[src/rtl/rx_fault_pkg.sv]
package rx_fault_pkg;

    // ------------------------------------------------------------
    // Bus target
    // ------------------------------------------------------------
    localparam logic [6:0] TARGET_ADDR = 7'h68;
    localparam logic [3:0] BITS_PER_BYTE = 4'h8;
    localparam logic [3:0] LAST_TX_BIT = 4'h7;

    // ------------------------------------------------------------
    // Register offsets
    // ------------------------------------------------------------
    localparam logic [7:0] OFS_FAULT_PACKET_ENABLE_HI = 8'h00;
    localparam logic [7:0] OFS_FAULT_PACKET_ENABLE_LO = 8'h01;
    localparam logic [7:0] OFS_INTERRUPT_ENABLE_HI = 8'h02;
    localparam logic [7:0] OFS_INTERRUPT_ENABLE_LO = 8'h03;
    localparam logic [7:0] OFS_RAW_FAULT_STATUS_LO = 8'hd5;
    localparam logic [7:0] OFS_QUALIFIED_FAULT_HI = 8'hd6;
    localparam logic [7:0] OFS_QUALIFIED_FAULT_LO = 8'hd7;
    localparam logic [7:0] OFS_QUALIFIED_INTERRUPT_HI = 8'hd8;
    localparam logic [7:0] OFS_QUALIFIED_INTERRUPT_LO = 8'hd9;

    // ------------------------------------------------------------
    // Reset values
    // ------------------------------------------------------------
    localparam logic [7:0] RST_FAULT_PACKET_ENABLE_HI = 8'h0f;
    localparam logic [7:0] RST_FAULT_PACKET_ENABLE_LO = 8'hff;
    localparam logic [7:0] RST_INTERRUPT_ENABLE_HI = 8'hff;
    localparam logic [7:0] RST_INTERRUPT_ENABLE_LO = 8'hff;

    // ------------------------------------------------------------
    // Field positions (low status bytes; thermal regulation bit 4 is in the high bytes)
    // ------------------------------------------------------------
    localparam int BIT_THERMISTOR_TWO = 7;
    localparam int BIT_THERMISTOR_ONE = 6;
    localparam int BIT_DIE_TEMP = 5;
    localparam int BIT_END_OF_CHARGE = 2;
    localparam int BIT_ENABLE_PIN = 0;
    localparam int BIT_THERMAL_REG = 4;
    localparam logic [7:0] LO_FAULT_MASK = 8'he5;

    // Condition vector order after the synchroniser
    localparam int NUM_COND = 6;
    localparam int COND_ENABLE_PIN = 0;
    localparam int COND_END_OF_CHARGE = 1;
    localparam int COND_DIE_TEMP = 2;
    localparam int COND_THERMISTOR_ONE = 3;
    localparam int COND_THERMISTOR_TWO = 4;
    localparam int COND_THERMAL_REG = 5;

    // ------------------------------------------------------------
    // End-of-power-transfer reason codes
    // ------------------------------------------------------------
    localparam logic [7:0] CODE_CHARGE_COMPLETE = 8'h01;
    localparam logic [7:0] CODE_INTERNAL_FAULT = 8'h02;
    localparam logic [7:0] CODE_OVER_TEMP = 8'h03;

    typedef enum logic [2:0] {
        TGT_IDLE = 3'b000,
        TGT_ADDR = 3'b001,
        TGT_ACK_ADDR = 3'b010,
        TGT_WRITE = 3'b011,
        TGT_ACK_WR = 3'b100,
        TGT_READ = 3'b101,
        TGT_ACK_RD = 3'b110
    } tgt_state_t;

endpackage

[src/rtl/i2c_target.sv]
`timescale 1ns/100ps
`default_nettype none

module i2c_target
    import rx_fault_pkg::*;
(
    input wire logic mclk,
    input wire logic rst,
    input wire logic scl_in,
    input wire logic sda_in,
    output logic sda_out,
    output logic sda_oe_n,
    output logic [7:0] rd_addr,
    input wire logic [7:0] rd_data,
    output logic wr_stb,
    output logic [7:0] wr_addr,
    output logic [7:0] wr_data
);
    import rx_fault_pkg::*;

    typedef struct packed {
        logic scl_s1;
        logic scl_s2;
        logic scl_d;
        logic sda_s1;
        logic sda_s2;
        logic sda_d;
        tgt_state_t state;
        logic [3:0] cnt;
        logic [7:0] shift;
        logic rw;
        logic first;
        logic nack;
        logic sda_low;
        logic [7:0] ptr;
        logic wr_stb;
        logic [7:0] wr_addr;
        logic [7:0] wr_data;
    } tgt_st_t;

    localparam tgt_st_t TGT_RESET = '{
        scl_s1: 1'b1, scl_s2: 1'b1, scl_d: 1'b1,
        sda_s1: 1'b1, sda_s2: 1'b1, sda_d: 1'b1,
        state: TGT_IDLE, cnt: 4'h0, shift: 8'h00, rw: 1'b0,
        first: 1'b0, nack: 1'b0, sda_low: 1'b0, ptr: 8'h00,
        wr_stb: 1'b0, wr_addr: 8'h00, wr_data: 8'h00};

    tgt_st_t st_ff;
    tgt_st_t nxt_st;
    logic scl_rise;
    logic scl_fall;
    logic start_cond;
    logic stop_cond;

    assign scl_rise = st_ff.scl_s2 & ~st_ff.scl_d;
    assign scl_fall = ~st_ff.scl_s2 & st_ff.scl_d;
    assign start_cond = st_ff.scl_s2 & st_ff.sda_d & ~st_ff.sda_s2;
    assign stop_cond = st_ff.scl_s2 & ~st_ff.sda_d & st_ff.sda_s2;

    always_comb begin
        nxt_st = st_ff;
        nxt_st.scl_s1 = scl_in;
        nxt_st.scl_s2 = st_ff.scl_s1;
        nxt_st.scl_d = st_ff.scl_s2;
        nxt_st.sda_s1 = sda_in;
        nxt_st.sda_s2 = st_ff.sda_s1;
        nxt_st.sda_d = st_ff.sda_s2;
        nxt_st.wr_stb = 1'b0;
        if (start_cond) begin
            nxt_st.state = TGT_ADDR;
            nxt_st.cnt = 4'h0;
            nxt_st.sda_low = 1'b0;
        end else if (stop_cond) begin
            nxt_st.state = TGT_IDLE;
            nxt_st.sda_low = 1'b0;
        end else begin
            case (st_ff.state)
                TGT_ADDR, TGT_WRITE: begin
                    if (scl_rise) begin
                        nxt_st.shift = {st_ff.shift[6:0], st_ff.sda_s2};
                        nxt_st.cnt = st_ff.cnt + 4'h1;
                    end else if (scl_fall && st_ff.cnt == BITS_PER_BYTE) begin
                        if (st_ff.state == TGT_WRITE) begin
                            nxt_st.sda_low = 1'b1;
                            nxt_st.state = TGT_ACK_WR;
                            nxt_st.first = 1'b0;
                            if (st_ff.first) begin
                                nxt_st.ptr = st_ff.shift;
                            end else begin
                                nxt_st.wr_stb = 1'b1;
                                nxt_st.wr_addr = st_ff.ptr;
                                nxt_st.wr_data = st_ff.shift;
                                nxt_st.ptr = st_ff.ptr + 8'h01;
                            end
                        end else if (st_ff.shift[7:1] == TARGET_ADDR) begin
                            nxt_st.rw = st_ff.shift[0];
                            nxt_st.sda_low = 1'b1;
                            nxt_st.state = TGT_ACK_ADDR;
                        end else begin
                            nxt_st.state = TGT_IDLE;
                        end
                    end
                end
                TGT_ACK_ADDR, TGT_ACK_WR: begin
                    if (scl_fall) begin
                        nxt_st.cnt = 4'h0;
                        if (st_ff.state == TGT_ACK_ADDR && st_ff.rw) begin
                            nxt_st.shift = rd_data;
                            nxt_st.sda_low = ~rd_data[7];
                            nxt_st.state = TGT_READ;
                        end else begin
                            nxt_st.first = (st_ff.state == TGT_ACK_ADDR);
                            nxt_st.sda_low = 1'b0;
                            nxt_st.state = TGT_WRITE;
                        end
                    end
                end
                TGT_READ: begin
                    if (scl_fall) begin
                        nxt_st.cnt = st_ff.cnt + 4'h1;
                        if (st_ff.cnt == LAST_TX_BIT) begin
                            nxt_st.sda_low = 1'b0;
                            nxt_st.state = TGT_ACK_RD;
                            nxt_st.ptr = st_ff.ptr + 8'h01;
                        end else begin
                            nxt_st.shift = {st_ff.shift[6:0], 1'b0};
                            nxt_st.sda_low = ~st_ff.shift[6];
                        end
                    end
                end
                TGT_ACK_RD: begin
                    if (scl_rise) begin
                        nxt_st.nack = st_ff.sda_s2;
                    end else if (scl_fall) begin
                        if (st_ff.nack) begin
                            nxt_st.state = TGT_IDLE;
                        end else begin
                            nxt_st.cnt = 4'h0;
                            nxt_st.shift = rd_data;
                            nxt_st.sda_low = ~rd_data[7];
                            nxt_st.state = TGT_READ;
                        end
                    end
                end
                default: begin
                    nxt_st.sda_low = 1'b0;
                end
            endcase
        end
    end

    always_ff @(posedge mclk or posedge rst) begin
        if (rst) begin
            st_ff <= TGT_RESET;
        end else begin
            st_ff <= nxt_st;
        end
    end

    // Open drain: only ever pulls low
    assign sda_out = 1'b0;
    assign sda_oe_n = ~st_ff.sda_low;
    assign rd_addr = st_ff.ptr;
    assign wr_stb = st_ff.wr_stb;
    assign wr_addr = st_ff.wr_addr;
    assign wr_data = st_ff.wr_data;

endmodule

`default_nettype wire

[src/rtl/rx_fault_interrupt_masking.sv]
// Behaviour
// - fault flag equals condition and packet enable
// - interrupt flag equals condition and interrupt enable
// - raw bit 2 follows end-of-charge pin
// - enable-pin fault sends packet code 0x02
// - either thermistor fault sends code 0x03
// - die temperature fault sends code 0x02
// - end-of-charge fault sends code 0x01
// - any interrupt flag asserts interrupt pin
// - packet enables at 0x01, thermistors bits 7,6
// - bit 5 gates die packet, resets one
// - bits 2 and 0 gate charge, enable-pin
// - 0x00 bit 4 gates thermal regulation, resets zero
// - interrupt enables at 0x03, thermistors bits 7,6
// - bits 5, 2 gate die, charge interrupts
// - bit 0 gates enable-pin interrupt, resets one
// - 0x02 bit 4 gates thermal regulation interrupt
// - raw bits 7,6,5 thermistors and die
// - codes: charge complete, internal fault, over temperature
// - bus target address 0x68
`timescale 1ns/100ps
`default_nettype none

module rx_fault_interrupt_masking
    import rx_fault_pkg::*;
(
    input wire logic mclk,
    input wire logic rst,
    input wire logic scl_in,
    input wire logic sda_in,
    output logic sda_out,
    output logic sda_oe_n,
    input wire logic end_of_charge_in,
    input wire logic enable_pin_in,
    input wire logic thermistor_one_over,
    input wire logic thermistor_two_over,
    input wire logic die_over_temp,
    input wire logic thermal_reg_fault,
    output logic int_out,
    output logic int_oe_n,
    output logic power_transfer_end_packet_req,
    output logic [7:0] power_transfer_end_packet_code
);
    import rx_fault_pkg::*;

    // ------------------------------------------------------------
    // State
    // ------------------------------------------------------------
    typedef struct packed {
        logic [NUM_COND-1:0] cond_s1;
        logic [NUM_COND-1:0] cond_s2;
        logic [7:0] raw_lo;
        logic raw_treg;
        logic [7:0] fen_hi;
        logic [7:0] fen_lo;
        logic [7:0] ien_hi;
        logic [7:0] ien_lo;
        logic [7:0] qf_lo;
        logic [7:0] qi_lo;
        logic qf_treg;
        logic qi_treg;
        logic [7:0] qf_prev;
        logic qf_treg_prev;
        logic ept_req;
        logic [7:0] ept_code;
        logic int_low;
    } flt_st_t;

    localparam flt_st_t FLT_RESET = '{
        cond_s1: '0, cond_s2: '0, raw_lo: 8'h00, raw_treg: 1'b0,
        fen_hi: RST_FAULT_PACKET_ENABLE_HI,
        fen_lo: RST_FAULT_PACKET_ENABLE_LO,
        ien_hi: RST_INTERRUPT_ENABLE_HI,
        ien_lo: RST_INTERRUPT_ENABLE_LO,
        qf_lo: 8'h00, qi_lo: 8'h00, qf_treg: 1'b0, qi_treg: 1'b0,
        qf_prev: 8'h00, qf_treg_prev: 1'b0, ept_req: 1'b0,
        ept_code: 8'h00, int_low: 1'b0};

    flt_st_t st_ff;
    flt_st_t nxt_st;
    logic [7:0] rd_addr;
    logic [7:0] rd_data;
    logic wr_stb;
    logic [7:0] wr_addr;
    logic [7:0] wr_data;
    logic [7:0] trig_lo;
    logic trig_treg;

    // ------------------------------------------------------------
    // Helpers
    // ------------------------------------------------------------
    // Reserved positions are forced to zero here, so they can
    // neither read back nor fire a packet or the interrupt.
    function automatic logic [7:0] qualify(input logic [7:0] raw,
                                           input logic [7:0] en);
        qualify = raw & en & LO_FAULT_MASK;
    endfunction

    function automatic logic [7:0] read_reg(input flt_st_t s,
                                            input logic [7:0] a);
        case (a)
            OFS_FAULT_PACKET_ENABLE_HI: read_reg = s.fen_hi;
            OFS_FAULT_PACKET_ENABLE_LO: read_reg = s.fen_lo;
            OFS_INTERRUPT_ENABLE_HI: read_reg = s.ien_hi;
            OFS_INTERRUPT_ENABLE_LO: read_reg = s.ien_lo;
            OFS_RAW_FAULT_STATUS_LO: read_reg = s.raw_lo;
            OFS_QUALIFIED_FAULT_LO: read_reg = s.qf_lo;
            OFS_QUALIFIED_INTERRUPT_LO: read_reg = s.qi_lo;
            // Upper flag bytes read zero; qf_treg and qi_treg are not mapped
            default: read_reg = 8'h00;
        endcase
    endfunction

    // ------------------------------------------------------------
    // Register bus
    // ------------------------------------------------------------
    i2c_target u_i2c_target (
        .mclk(mclk),
        .rst(rst),
        .scl_in(scl_in),
        .sda_in(sda_in),
        .sda_out(sda_out),
        .sda_oe_n(sda_oe_n),
        .rd_addr(rd_addr),
        .rd_data(rd_data),
        .wr_stb(wr_stb),
        .wr_addr(wr_addr),
        .wr_data(wr_data)
    );

    assign rd_data = read_reg(st_ff, rd_addr);

    // A flag that reaches the packet path this cycle but was clear the cycle before
    assign trig_lo = st_ff.qf_lo & ~st_ff.qf_prev;
    assign trig_treg = st_ff.qf_treg & ~st_ff.qf_treg_prev;

    // ------------------------------------------------------------
    // Next state
    // ------------------------------------------------------------
    always_comb begin
        nxt_st = st_ff;
        // Analog comparators and pins are asynchronous to mclk
        nxt_st.cond_s1 = {thermal_reg_fault, thermistor_two_over,
                          thermistor_one_over, die_over_temp,
                          end_of_charge_in, enable_pin_in};
        nxt_st.cond_s2 = st_ff.cond_s1;

        nxt_st.raw_lo = 8'h00;
        nxt_st.raw_lo[BIT_THERMISTOR_TWO] =
            st_ff.cond_s2[COND_THERMISTOR_TWO];
        nxt_st.raw_lo[BIT_THERMISTOR_ONE] =
            st_ff.cond_s2[COND_THERMISTOR_ONE];
        nxt_st.raw_lo[BIT_DIE_TEMP] = st_ff.cond_s2[COND_DIE_TEMP];
        nxt_st.raw_lo[BIT_END_OF_CHARGE] =
            st_ff.cond_s2[COND_END_OF_CHARGE];
        nxt_st.raw_lo[BIT_ENABLE_PIN] = st_ff.cond_s2[COND_ENABLE_PIN];
        nxt_st.raw_treg = st_ff.cond_s2[COND_THERMAL_REG];

        // Flags are recomputed every cycle, never latched
        nxt_st.qf_lo = qualify(st_ff.raw_lo, st_ff.fen_lo);
        nxt_st.qi_lo = qualify(st_ff.raw_lo, st_ff.ien_lo);
        nxt_st.qf_treg = st_ff.raw_treg &
            st_ff.fen_hi[BIT_THERMAL_REG];
        nxt_st.qi_treg = st_ff.raw_treg &
            st_ff.ien_hi[BIT_THERMAL_REG];

        // Only the four enable bytes accept writes
        if (wr_stb) begin
            case (wr_addr)
                OFS_FAULT_PACKET_ENABLE_HI: nxt_st.fen_hi = wr_data;
                OFS_FAULT_PACKET_ENABLE_LO: nxt_st.fen_lo = wr_data;
                OFS_INTERRUPT_ENABLE_HI: nxt_st.ien_hi = wr_data;
                OFS_INTERRUPT_ENABLE_LO: nxt_st.ien_lo = wr_data;
                default: nxt_st.fen_hi = st_ff.fen_hi;
            endcase
        end

        // Packet request: one pulse per newly qualified fault.
        // Coincident faults send one packet, worst reason wins.
        nxt_st.qf_prev = st_ff.qf_lo;
        nxt_st.qf_treg_prev = st_ff.qf_treg;
        nxt_st.ept_req = (|trig_lo) | trig_treg;
        if (trig_lo[BIT_THERMISTOR_TWO] || trig_lo[BIT_THERMISTOR_ONE]) begin
            nxt_st.ept_code = CODE_OVER_TEMP;
        end else if (trig_lo[BIT_DIE_TEMP]) begin
            nxt_st.ept_code = CODE_INTERNAL_FAULT;
        end else if (trig_lo[BIT_ENABLE_PIN] || trig_treg) begin
            nxt_st.ept_code = CODE_INTERNAL_FAULT;
        end else if (trig_lo[BIT_END_OF_CHARGE]) begin
            nxt_st.ept_code = CODE_CHARGE_COMPLETE;
        end

        // Interrupt pin held while any interrupt flag stands
        nxt_st.int_low = (|st_ff.qi_lo) | st_ff.qi_treg;
    end

    always_ff @(posedge mclk or posedge rst) begin
        if (rst) begin
            st_ff <= FLT_RESET;
        end else begin
            st_ff <= nxt_st;
        end
    end

    // ------------------------------------------------------------
    // Outputs
    // ------------------------------------------------------------
    assign int_out = 1'b0;
    assign int_oe_n = ~st_ff.int_low;
    assign power_transfer_end_packet_req = st_ff.ept_req;
    assign power_transfer_end_packet_code = st_ff.ept_code;

    // ------------------------------------------------------------
    // Assertions
    // ------------------------------------------------------------
    property p_fault_flag;
        @(posedge mclk) disable iff (rst)
        1'b1 |=> st_ff.qf_lo ==
            ($past(st_ff.raw_lo) & $past(st_ff.fen_lo) & LO_FAULT_MASK);
    endproperty
    a_fault_flag: assert property (p_fault_flag)
        else $error("qualified fault flag mismatch");

    property p_int_flag;
        @(posedge mclk) disable iff (rst)
        1'b1 |=> st_ff.qi_lo ==
            ($past(st_ff.raw_lo) & $past(st_ff.ien_lo) & LO_FAULT_MASK);
    endproperty
    a_int_flag: assert property (p_int_flag)
        else $error("qualified interrupt flag mismatch");

    property p_eoc_raw;
        @(posedge mclk) disable iff (rst)
        end_of_charge_in [*5] |-> st_ff.raw_lo[BIT_END_OF_CHARGE];
    endproperty
    a_eoc_raw: assert property (p_eoc_raw)
        else $error("end of charge not seen in raw status");

    property p_therm_code;
        @(posedge mclk) disable iff (rst)
        ($rose(st_ff.qf_lo[BIT_THERMISTOR_TWO]) ||
         $rose(st_ff.qf_lo[BIT_THERMISTOR_ONE]))
        |=> st_ff.ept_req && st_ff.ept_code == CODE_OVER_TEMP;
    endproperty
    a_therm_code: assert property (p_therm_code)
        else $error("thermistor fault did not send over temperature");

    property p_enpin_code;
        @(posedge mclk) disable iff (rst)
        $rose(st_ff.qf_lo[BIT_ENABLE_PIN]) &&
        !st_ff.qf_lo[BIT_THERMISTOR_TWO] && !st_ff.qf_lo[BIT_THERMISTOR_ONE]
        |=> st_ff.ept_req && st_ff.ept_code == CODE_INTERNAL_FAULT;
    endproperty
    a_enpin_code: assert property (p_enpin_code)
        else $error("enable pin fault did not send internal fault");

    property p_die_code;
        @(posedge mclk) disable iff (rst)
        $rose(st_ff.qf_lo[BIT_DIE_TEMP]) &&
        !st_ff.qf_lo[BIT_THERMISTOR_TWO] && !st_ff.qf_lo[BIT_THERMISTOR_ONE]
        |=> st_ff.ept_req && st_ff.ept_code == CODE_INTERNAL_FAULT;
    endproperty
    a_die_code: assert property (p_die_code)
        else $error("die fault did not send internal fault");

    property p_eoc_code;
        @(posedge mclk) disable iff (rst)
        st_ff.ept_req && st_ff.ept_code == CODE_CHARGE_COMPLETE
        |-> $past(st_ff.qf_lo[BIT_END_OF_CHARGE]) &&
            !$past(trig_lo[BIT_ENABLE_PIN]);
    endproperty
    a_eoc_code: assert property (p_eoc_code)
        else $error("charge complete code without end of charge");

    property p_int_pin;
        @(posedge mclk) disable iff (rst)
        ((|st_ff.qi_lo) || st_ff.qi_treg) |=> !int_oe_n ##1 1'b1;
    endproperty
    a_int_pin: assert property (p_int_pin)
        else $error("interrupt pin not asserted");

    property p_int_idle;
        @(posedge mclk) disable iff (rst)
        (st_ff.qi_lo == 8'h00 && !st_ff.qi_treg) |=> int_oe_n;
    endproperty
    a_int_idle: assert property (p_int_idle)
        else $error("interrupt pin asserted without flag");

    property p_fen_write;
        @(posedge mclk) disable iff (rst)
        wr_stb && wr_addr == OFS_FAULT_PACKET_ENABLE_LO
        |=> st_ff.fen_lo == $past(wr_data);
    endproperty
    a_fen_write: assert property (p_fen_write)
        else $error("fault packet enable write lost");

    property p_ro_write;
        @(posedge mclk) disable iff (rst)
        wr_stb && wr_addr > OFS_INTERRUPT_ENABLE_LO
        |=> $stable(st_ff.fen_hi) && $stable(st_ff.fen_lo) &&
            $stable(st_ff.ien_hi) && $stable(st_ff.ien_lo);
    endproperty
    a_ro_write: assert property (p_ro_write)
        else $error("write to read-only address changed state");

    property p_treg_gate;
        @(posedge mclk) disable iff (rst)
        !st_ff.fen_hi[BIT_THERMAL_REG] |=> !st_ff.qf_treg;
    endproperty
    a_treg_gate: assert property (p_treg_gate)
        else $error("thermal regulation passed a cleared enable");

    property p_reserved;
        @(posedge mclk) disable iff (rst)
        ((st_ff.qf_lo | st_ff.qi_lo) & ~LO_FAULT_MASK) == 8'h00;
    endproperty
    a_reserved: assert property (p_reserved)
        else $error("reserved flag bit set");

endmodule

`default_nettype wire

[config.mk]
export PLATFORM = sky130hd
export DESIGN_NAME = rx_fault_interrupt_masking
export DESIGN_NICKNAME = d
export VERILOG_FILES = /design/src/rtl/rx_fault_pkg.sv /design/src/rtl/i2c_target.sv /design/src/rtl/rx_fault_interrupt_masking.sv
export SDC_FILE = /design/constraint.sdc
export NUM_CORES = 1
export LEC_CHECK = 0
export BUFFER_PORTS_ARGS = -buffer_cell sky130_fd_sc_hd__buf_4
export CORE_ASPECT_RATIO = 1.1
export CORE_MARGIN = 10
export CORE_UTILIZATION = 55
export CTS_BUF_LIST = sky130_fd_sc_hd__clkbuf_4
export DETAILED_ROUTE_END_ITERATION = 10
export HOLD_SLACK_MARGIN = 0.05
export PLACE_DENSITY = 0.68
export SYNTH_ARGS = -nofsm -noshare
export SYNTH_HDL_FRONTEND = slang
export SYNTH_HIERARCHICAL = 1
export SYNTH_SLANG_ARGS = --single-unit
[constraint.sdc]
create_clock -name mclk -period 4.4 [get_ports mclk]
set_clock_uncertainty 0.2 [all_clocks]
set_input_delay 0.44 -clock mclk [delete_from_list [all_inputs] [get_ports mclk]]
set_output_delay 0.44 -clock mclk [all_outputs]
set_load 0.02 [all_outputs]
==> flow_metrics.py, run 1 <==
metrics = {
    "grt": {
        "grt_busiest_layer": "met2",
        "grt_start_max_net_pins": 56,
        "met3_usage_pct": 4.27,
        "overflow": 0,
        "met1_usage_pct": 21.7,
        "grt_use_met2_pct": 25.5,
        "grt_usage_pct": 16.5,
        "grt_pass1_wl_mm": 19.9,
        "grt_pass1_vias": 3818,
        "antenna_found_initial": 1,
    },
    "yosys": {
        "synth_area_um2": 5830,
        "synth-seq-area-share_pct": 53.1,
        "synthFlopType": "dfrtp_1",
        "yosys_register_bits": 122,
        "yosysWarnings": 6,
        "synth_edf_count": 0,
        "avgSynthCellArea_um2": 11.7,
        "synth.area.top_cells": "dfrtp_1 38%, dfstp_2 15%, mux2_2 12%, buf_4 4.5%, nand2_1 3.2%",
        "ys_top_cells_by_count": "88 x dfrtp_1, 61 x mux2_2, 50 x nand2_1",
        "yosysMostFrequentCell": "dfrtp_1",
        "synth_top_cell_area_share_pct": 37.8,
        "ys_async_sr_fraction_pct": 100,
        "synthCells": 499,
        "yosysTopAreaCell": "dfrtp_1",
        "synth_cell_types": 66,
    },
    "timing": {
        "layout_setup_ws_ns": 1.63,
        "slew_violations": 0,
        "finalSetupViolCount": 0,
        "tns_ns": 0,
        "slew_headroom_pct": 27.9,
        "worst_pin_slew_ns": 1.08,
        "rsz0062_at_grt": "false",
        "fmax_ghz": 0.361,
        "hold_viol": 0,
        "finalCriticalPeriod_ns": 2.77,
        "finalCritPeriodShare_pct": 63.0,
    },
    "die": {
        "core-area_um2": 10400,
        "die_area_um2": 15100,
        "io_pins": 23,
        "fp.dieW_um": 118,
        "initial_core_util_pct": 56.1,
        "die_height_um": 128,
        "rows": 39,
    },
    "critical_path": {
        "arrival_ns": 2.99,
        "path_cells": "nand2b_1 -> nor4_1 -> a22oi_1 -> nand2_1 -> nor3_1 -> o22ai_1 -> a22o_1 -> nor2_1",
        "required_ns": 4.62,
        "cpLargestDelayFamily": "simple AND/OR/NAND/NOR gates",
        "end_kind": "register",
        "slowest_stage": "dfrtp_1",
        "critical_path_class": "reg2reg",
        "startpoint_type": "register",
        "r2r_slack_ns": 1.63,
        "critPathBufInv": 0,
        "cpPeakStageDelay_ns": 0.81,
        "critPathMaxFanout": 18,
    },
    "drt": {
        "wl_per_cell_um": 18.1,
        "viasPerCell": 5.82,
        "drt_wl_total_mm": 11.9,
        "drtIter0Drc": 365,
        "drc_errors": 0,
        "vias": 3832,
        "ant_nets": 0,
        "dr.pass1.iters": 5,
    },
    "placement": {
        "portBuffers": 14,
        "dp_hpwl_mm": 8.25,
        "post-place-ws_ns": 1.65,
        "gp_congestion": 0.885,
        "placed_cells": 616,
    },
    "clock_network": {
        "htree_levels": 4,
        "cts_buffers": 17,
        "clkSlewWorstSetupHoldPaths_ns": 0.11,
        "root_buffer": "clkbuf_4",
        "cts.sinks": 122,
        "clk_latency_ns": 0.53,
        "clockBufferDepth": 2,
        "cts_tree": "done",
        "cts_resized": 0,
    },
    "power_and_ir_drop": {
        "vdd_drop_max_v": 0.000188,
        "pwr_density_cell_nw_per_um2": 352,
        "p_leak_nw": 2.73,
    },
    "final_layout": {
        "layout-drive-gt1-share_pct": 31.5,
        "fin_cells": 658,
        "syn2layout_area_growth_pct": 5.80,
        "fin_nets": 514,
    },
    "run_status": {
        "status": "finished, final reports clean",
    },
    "run": {
        "maxCapViolations": 0,
    },
    "worst_hold_path": {
        "hold_class": "reg2reg",
    },
}
cells by family after synthesis:
logic type               count (synthesis)  share of synthesized area [%]
other                                    2                          0.129
flip-flops                             122                           53.1
AO/OA/AOI/OAI                           81                           10.1
multiplexers                            68                           13.8
adder cells (fa/ha/maj)                  3                          0.644
buffers and inverters                   63                           6.65
XOR/XNOR                                 2                          0.301
AND/OR/NAND/NOR                        158                           15.3
metal layers:
metal | vias to the layer above | wire length (µm)
met3 | 15 | 708
met1 | 1918 | 5310
met4 | 0 | 185
li1 | 1757 | -
met5 | - | 0
met2 | 142 | 5700
per-stage QoR:
| step | power [mW] | hold slack [ns] | util [%] | cell area [µm²] |
|---|---|---|---|---|
| after detailed placement | 1.46 | 0.135 | 56.0 | 5820 |
| after floorplan | 1.40 | 0.131 | - | 5850 |
| after global placement | 1.45 | 0.132 | 56.0 | 5820 |
| final | 2.17 | 0.156 | 59.3 | 6170 |
| after global routing | 2.28 | 0.169 | 59.3 | 6170 |
| after CTS | 2.20 | 0.155 | 59.3 | 6160 |
final cells by class:
type / count / area, µm²
fillers: 883 / 4230
flip-flops and latches: 122 / 3100
multi-input cells: 320 / 2370
repair buffers: 25 / 210
well taps: 143 / 179
clock buffers: 18 / 135
clock inverters: 14 / 120
inverters: 15 / 56.3
diodes: 1 / 2.50
flip-flops by register name (all words and copies together) (netlist names):
name                            cells
u_i2c_target/wr_data                8
u_i2c_target/nxt_st                 4
power_transfer_end_packet_code      2
u_i2c_target/st_ff                 21
st_ff                              51
u_i2c_target/wr_stb                 1
u_i2c_target/rd_addr                8
power_transfer_end_packet_req       1
u_i2c_target/wr_addr                8
nxt_st                             18
power breakdown:
| group | internal, mW | total (mW) | switching (mW) | leakage [nW] |
|---|---|---|---|---|
| logic | 0.0854 | 0.182 | 0.0966 | 1.07 |
| registers | 1.18 | 1.27 | 0.0884 | 1.53 |
| clock network | 0.287 | 0.724 | 0.437 | 0.137 |
| total | 1.55 | 2.17 | 0.622 | 2.73 |
path summary, 6_finish.rpt:
| kind | cells after the start | endpoint | startpoint |
|---|---|---|---|
| worst min-delay path | 0 | nxt_st[77]$_DFF_PP0_ | nxt_st[82]$_DFF_PP0_ |
| min in group asynchronous | 4 | u_i2c_target/wr_data[4]$_DFFE_PP0P_ | rst |
| worst max-delay path | 8 | u_i2c_target/st_ff[25]$_DFFE_PP0P_ | u_i2c_target/rd_addr[0]$_DFFE_PP0P_ |
| worst min register to register | 0 | nxt_st[77]$_DFF_PP0_ | nxt_st[82]$_DFF_PP0_ |
| worst max register to register | 8 | u_i2c_target/st_ff[25]$_DFFE_PP0P_ | u_i2c_target/rd_addr[0]$_DFFE_PP0P_ |
| max in group asynchronous | 4 | st_ff[45]$_DFFE_PP1P_ | rst |
repair_timing:
action                                 CTS  global route
buffers inserted                         0             0
endpoints found under the hold margin   81             0
hold buffers                             9             0
cell usage in the layout (no fill, tap or decap), drive strengths merged, types with 7 or more instances in the layout:
cell / instances
nand2: 51
clkbuf: 18
buf: 16
nand3: 14
and2: 13
nor2: 25
dlygate4sd3: 9
a22oi: 10
a21oi: 12
dfstp: 34
a22o: 7
conb: 8
inv: 19
o21ai: 15
dfrtp: 88
nand3b: 8
mux2: 61
nor4: 8
nand2b: 9
(Power assumes the default switching activity.)
==> run 2: changes to the inputs <==
clock period = 2.85 ns   (was 4.4 ns; I/O delays follow)
==> flow_metrics.py, run 2 (same netlist as run 1, synthesis figures left out) <==
metrics = {
    "timing": {
        "rsz0062_at_grt": "false",
        "finalSetupViolCount": 0,
        "fmax_ghz": 0.392,
        "finalCriticalPeriod_ns": 2.55,
        "worst_pin_slew_ns": 0.858,
        "slew_violations": 0,
        "hold_viol": 0,
        "finalCritPeriodShare_pct": 89.5,
        "whs_ns": 0.161,
        "tns_ns": 0,
        "slew_headroom_pct": 42.8,
    },
    "clock_network": {
        "cts_resized": 0,
        "clk_latency_ns": 0.53,
        "cts.sinks": 122,
        "cts_buffers": 17,
        "cts_tree": "done",
        "cts_setup_buffers": 0,
        "hold_buffers": 9,
        "root_buffer": "clkbuf_4",
        "htree_levels": 4,
        "clkSlewWorstSetupHoldPaths_ns": 0.12,
        "clockBufferDepth": 2,
    },
    "final_layout": {
        "multi_input_area_um2": 2370,
        "n_antenna_cell": 0,
        "regMostFlops": "st_ff",
        "final_cell_mix": "88 x dfrtp_1, 61 x mux2_2, 50 x nand2_1, 34 x dfstp_2, 25 x buf_4",
        "layout-drive-gt1-share_pct": 32.8,
        "fin_cells": 667,
        "fillers": 850,
        "fin_nets": 524,
        "regArea_um2": 3100,
        "stdcell_area_um2": 6290,
        "syn2layout_area_growth_pct": 7.88,
        "largest_register_ffs": 51,
        "layout_commonest_cell": "dfrtp_1",
    },
    "placement": {
        "dp_hpwl_mm": 8.23,
        "placed_area_um2": 5910,
        "placed_cells": 626,
        "portBuffers": 14,
        "gp_congestion": 0.919,
    },
    "critical_path": {
        "startpoint_type": "register",
        "end_kind": "register",
        "reg2reg_from": "u_i2c_target/st_ff[43]$_DFFE_PP0P_",
        "arrival_ns": 2.76,
        "slowest_stage": "dfrtp_1",
        "critPathMaxFanout": 17,
        "cpPeakStageDelay_ns": 0.74,
        "path_cells": "nor2_2 -> nor2_4 -> a311oi_1 -> a311oi_4 -> mux2_2",
        "critical_path_class": "reg2reg",
        "critPathLaunch": "u_i2c_target/st_ff[43]$_DFFE_PP0P_",
        "required_ns": 3.06,
    },
    "power_and_ir_drop": {
        "p_seq_share_pct": 56.4,
        "pwr_density_cell_nw_per_um2": 551,
        "p_int_mw": 2.49,
        "total_power_mw": 3.46,
        "pwr-share-comb_pct": 8.1,
        "vdd_drop_max_v": 0.000337,
        "switchingPower_mw": 0.976,
        "p_leak_nw": 2.80,
        "clkPwrFrac_pct": 35.5,
        "switching_share_pct": 28.2,
    },
    "drt": {
        "dr.pass1.iters": 4,
        "drtIter0Drc": 223,
        "vias": 3789,
        "wl_per_cell_um": 17.6,
        "viasPerCell": 5.68,
        "drt_wl_total_mm": 11.8,
        "drc_errors": 0,
        "ant_nets": 0,
    },
    "run": {
        "maxCapViolations": 0,
    },
    "grt": {
        "overflow": 0,
        "antenna_found_initial": 0,
        "grt_usage_pct": 16.2,
        "grt_pass1_wl_mm": 19.6,
        "grt_start_max_net_pins": 73,
        "grt_pass1_vias": 3878,
    },
    "worst_hold_path": {
        "worstHoldStart": "nxt_st[70]$_DFF_PP0_",
        "hold_class": "reg2reg",
    },
    "die": {
        "rows": 39,
        "initial_core_util_pct": 56.1,
        "core-area_um2": 10400,
        "fp.dieW_um": 118,
        "io_pins": 23,
        "die_height_um": 128,
        "die_area_um2": 15100,
    },
    "run_status": {
        "status": "finished, final reports clean",
    },
}
## run 2: per-layer routing
metal  up-vias  GRT usage [%]  part of all wire (%)
met5         -              0                     0
met4         0           6.91                   1.8
met3        16           3.61                   5.2
met2        94           25.0                    47
met1      1911           21.6                    46
li1       1768              -                     -
## run 2: critical path: cells and delay by family (launching register included)
kind | cells | cell delay, ns
AO/OA/AOI/OAI | 2 | 0.67
multiplexers | 1 | 0.40
flip-flops | 1 | 0.74
AND/OR/NAND/NOR | 2 | 0.43
## run 2: power groups by stage
stage	registers [mW]	clock network, mW	logic [mW]
final	1.95	1.23	0.280
after global routing	1.97	1.35	0.318
after CTS	1.95	1.27	0.283
after detailed placement	1.98	0	0.272
after global placement	1.98	0	0.265
after floorplan	1.92	0	0.239
## run 2: stage by stage
| step | utilization (%) | setup WS, ns |
|---|---|---|
| after CTS | 60.5 | 0.311 |
| after global placement | 56.8 | 0.390 |
| after detailed placement | 56.8 | 0.359 |
| after floorplan | - | 0.505 |
| final | 60.5 | 0.299 |
| after global routing | 60.5 | 0.199 |
## run 2: final cells by class
type / count / area share, %
sequential: 122 / 49.2
multi-input combinational: 320 / 37.7
timing repair buffer: 35 / 4.74
tap: 143 / 2.85
clock inverter: 15 / 2.61
clock buffer: 17 / 2.03
inverter: 15 / 0.895
## run 2: path summary, 6_finish.rpt
path                            slack, ns  cells past startpoint                                  to
worst max-delay path                 0.30                      5  u_i2c_target/st_ff[31]$_DFFE_PP0P_
worst min-delay path                 0.16                      0                 st_ff[70]$_DFF_PP0_
worst max register to register       0.30                      5  u_i2c_target/st_ff[31]$_DFFE_PP0P_
worst min register to register       0.16                      0                 st_ff[70]$_DFF_PP0_
max in group asynchronous            1.52                      4                nxt_st[82]$_DFF_PP0_
min in group asynchronous            0.21                      3  u_i2c_target/st_ff[32]$_DFFE_PP0P_
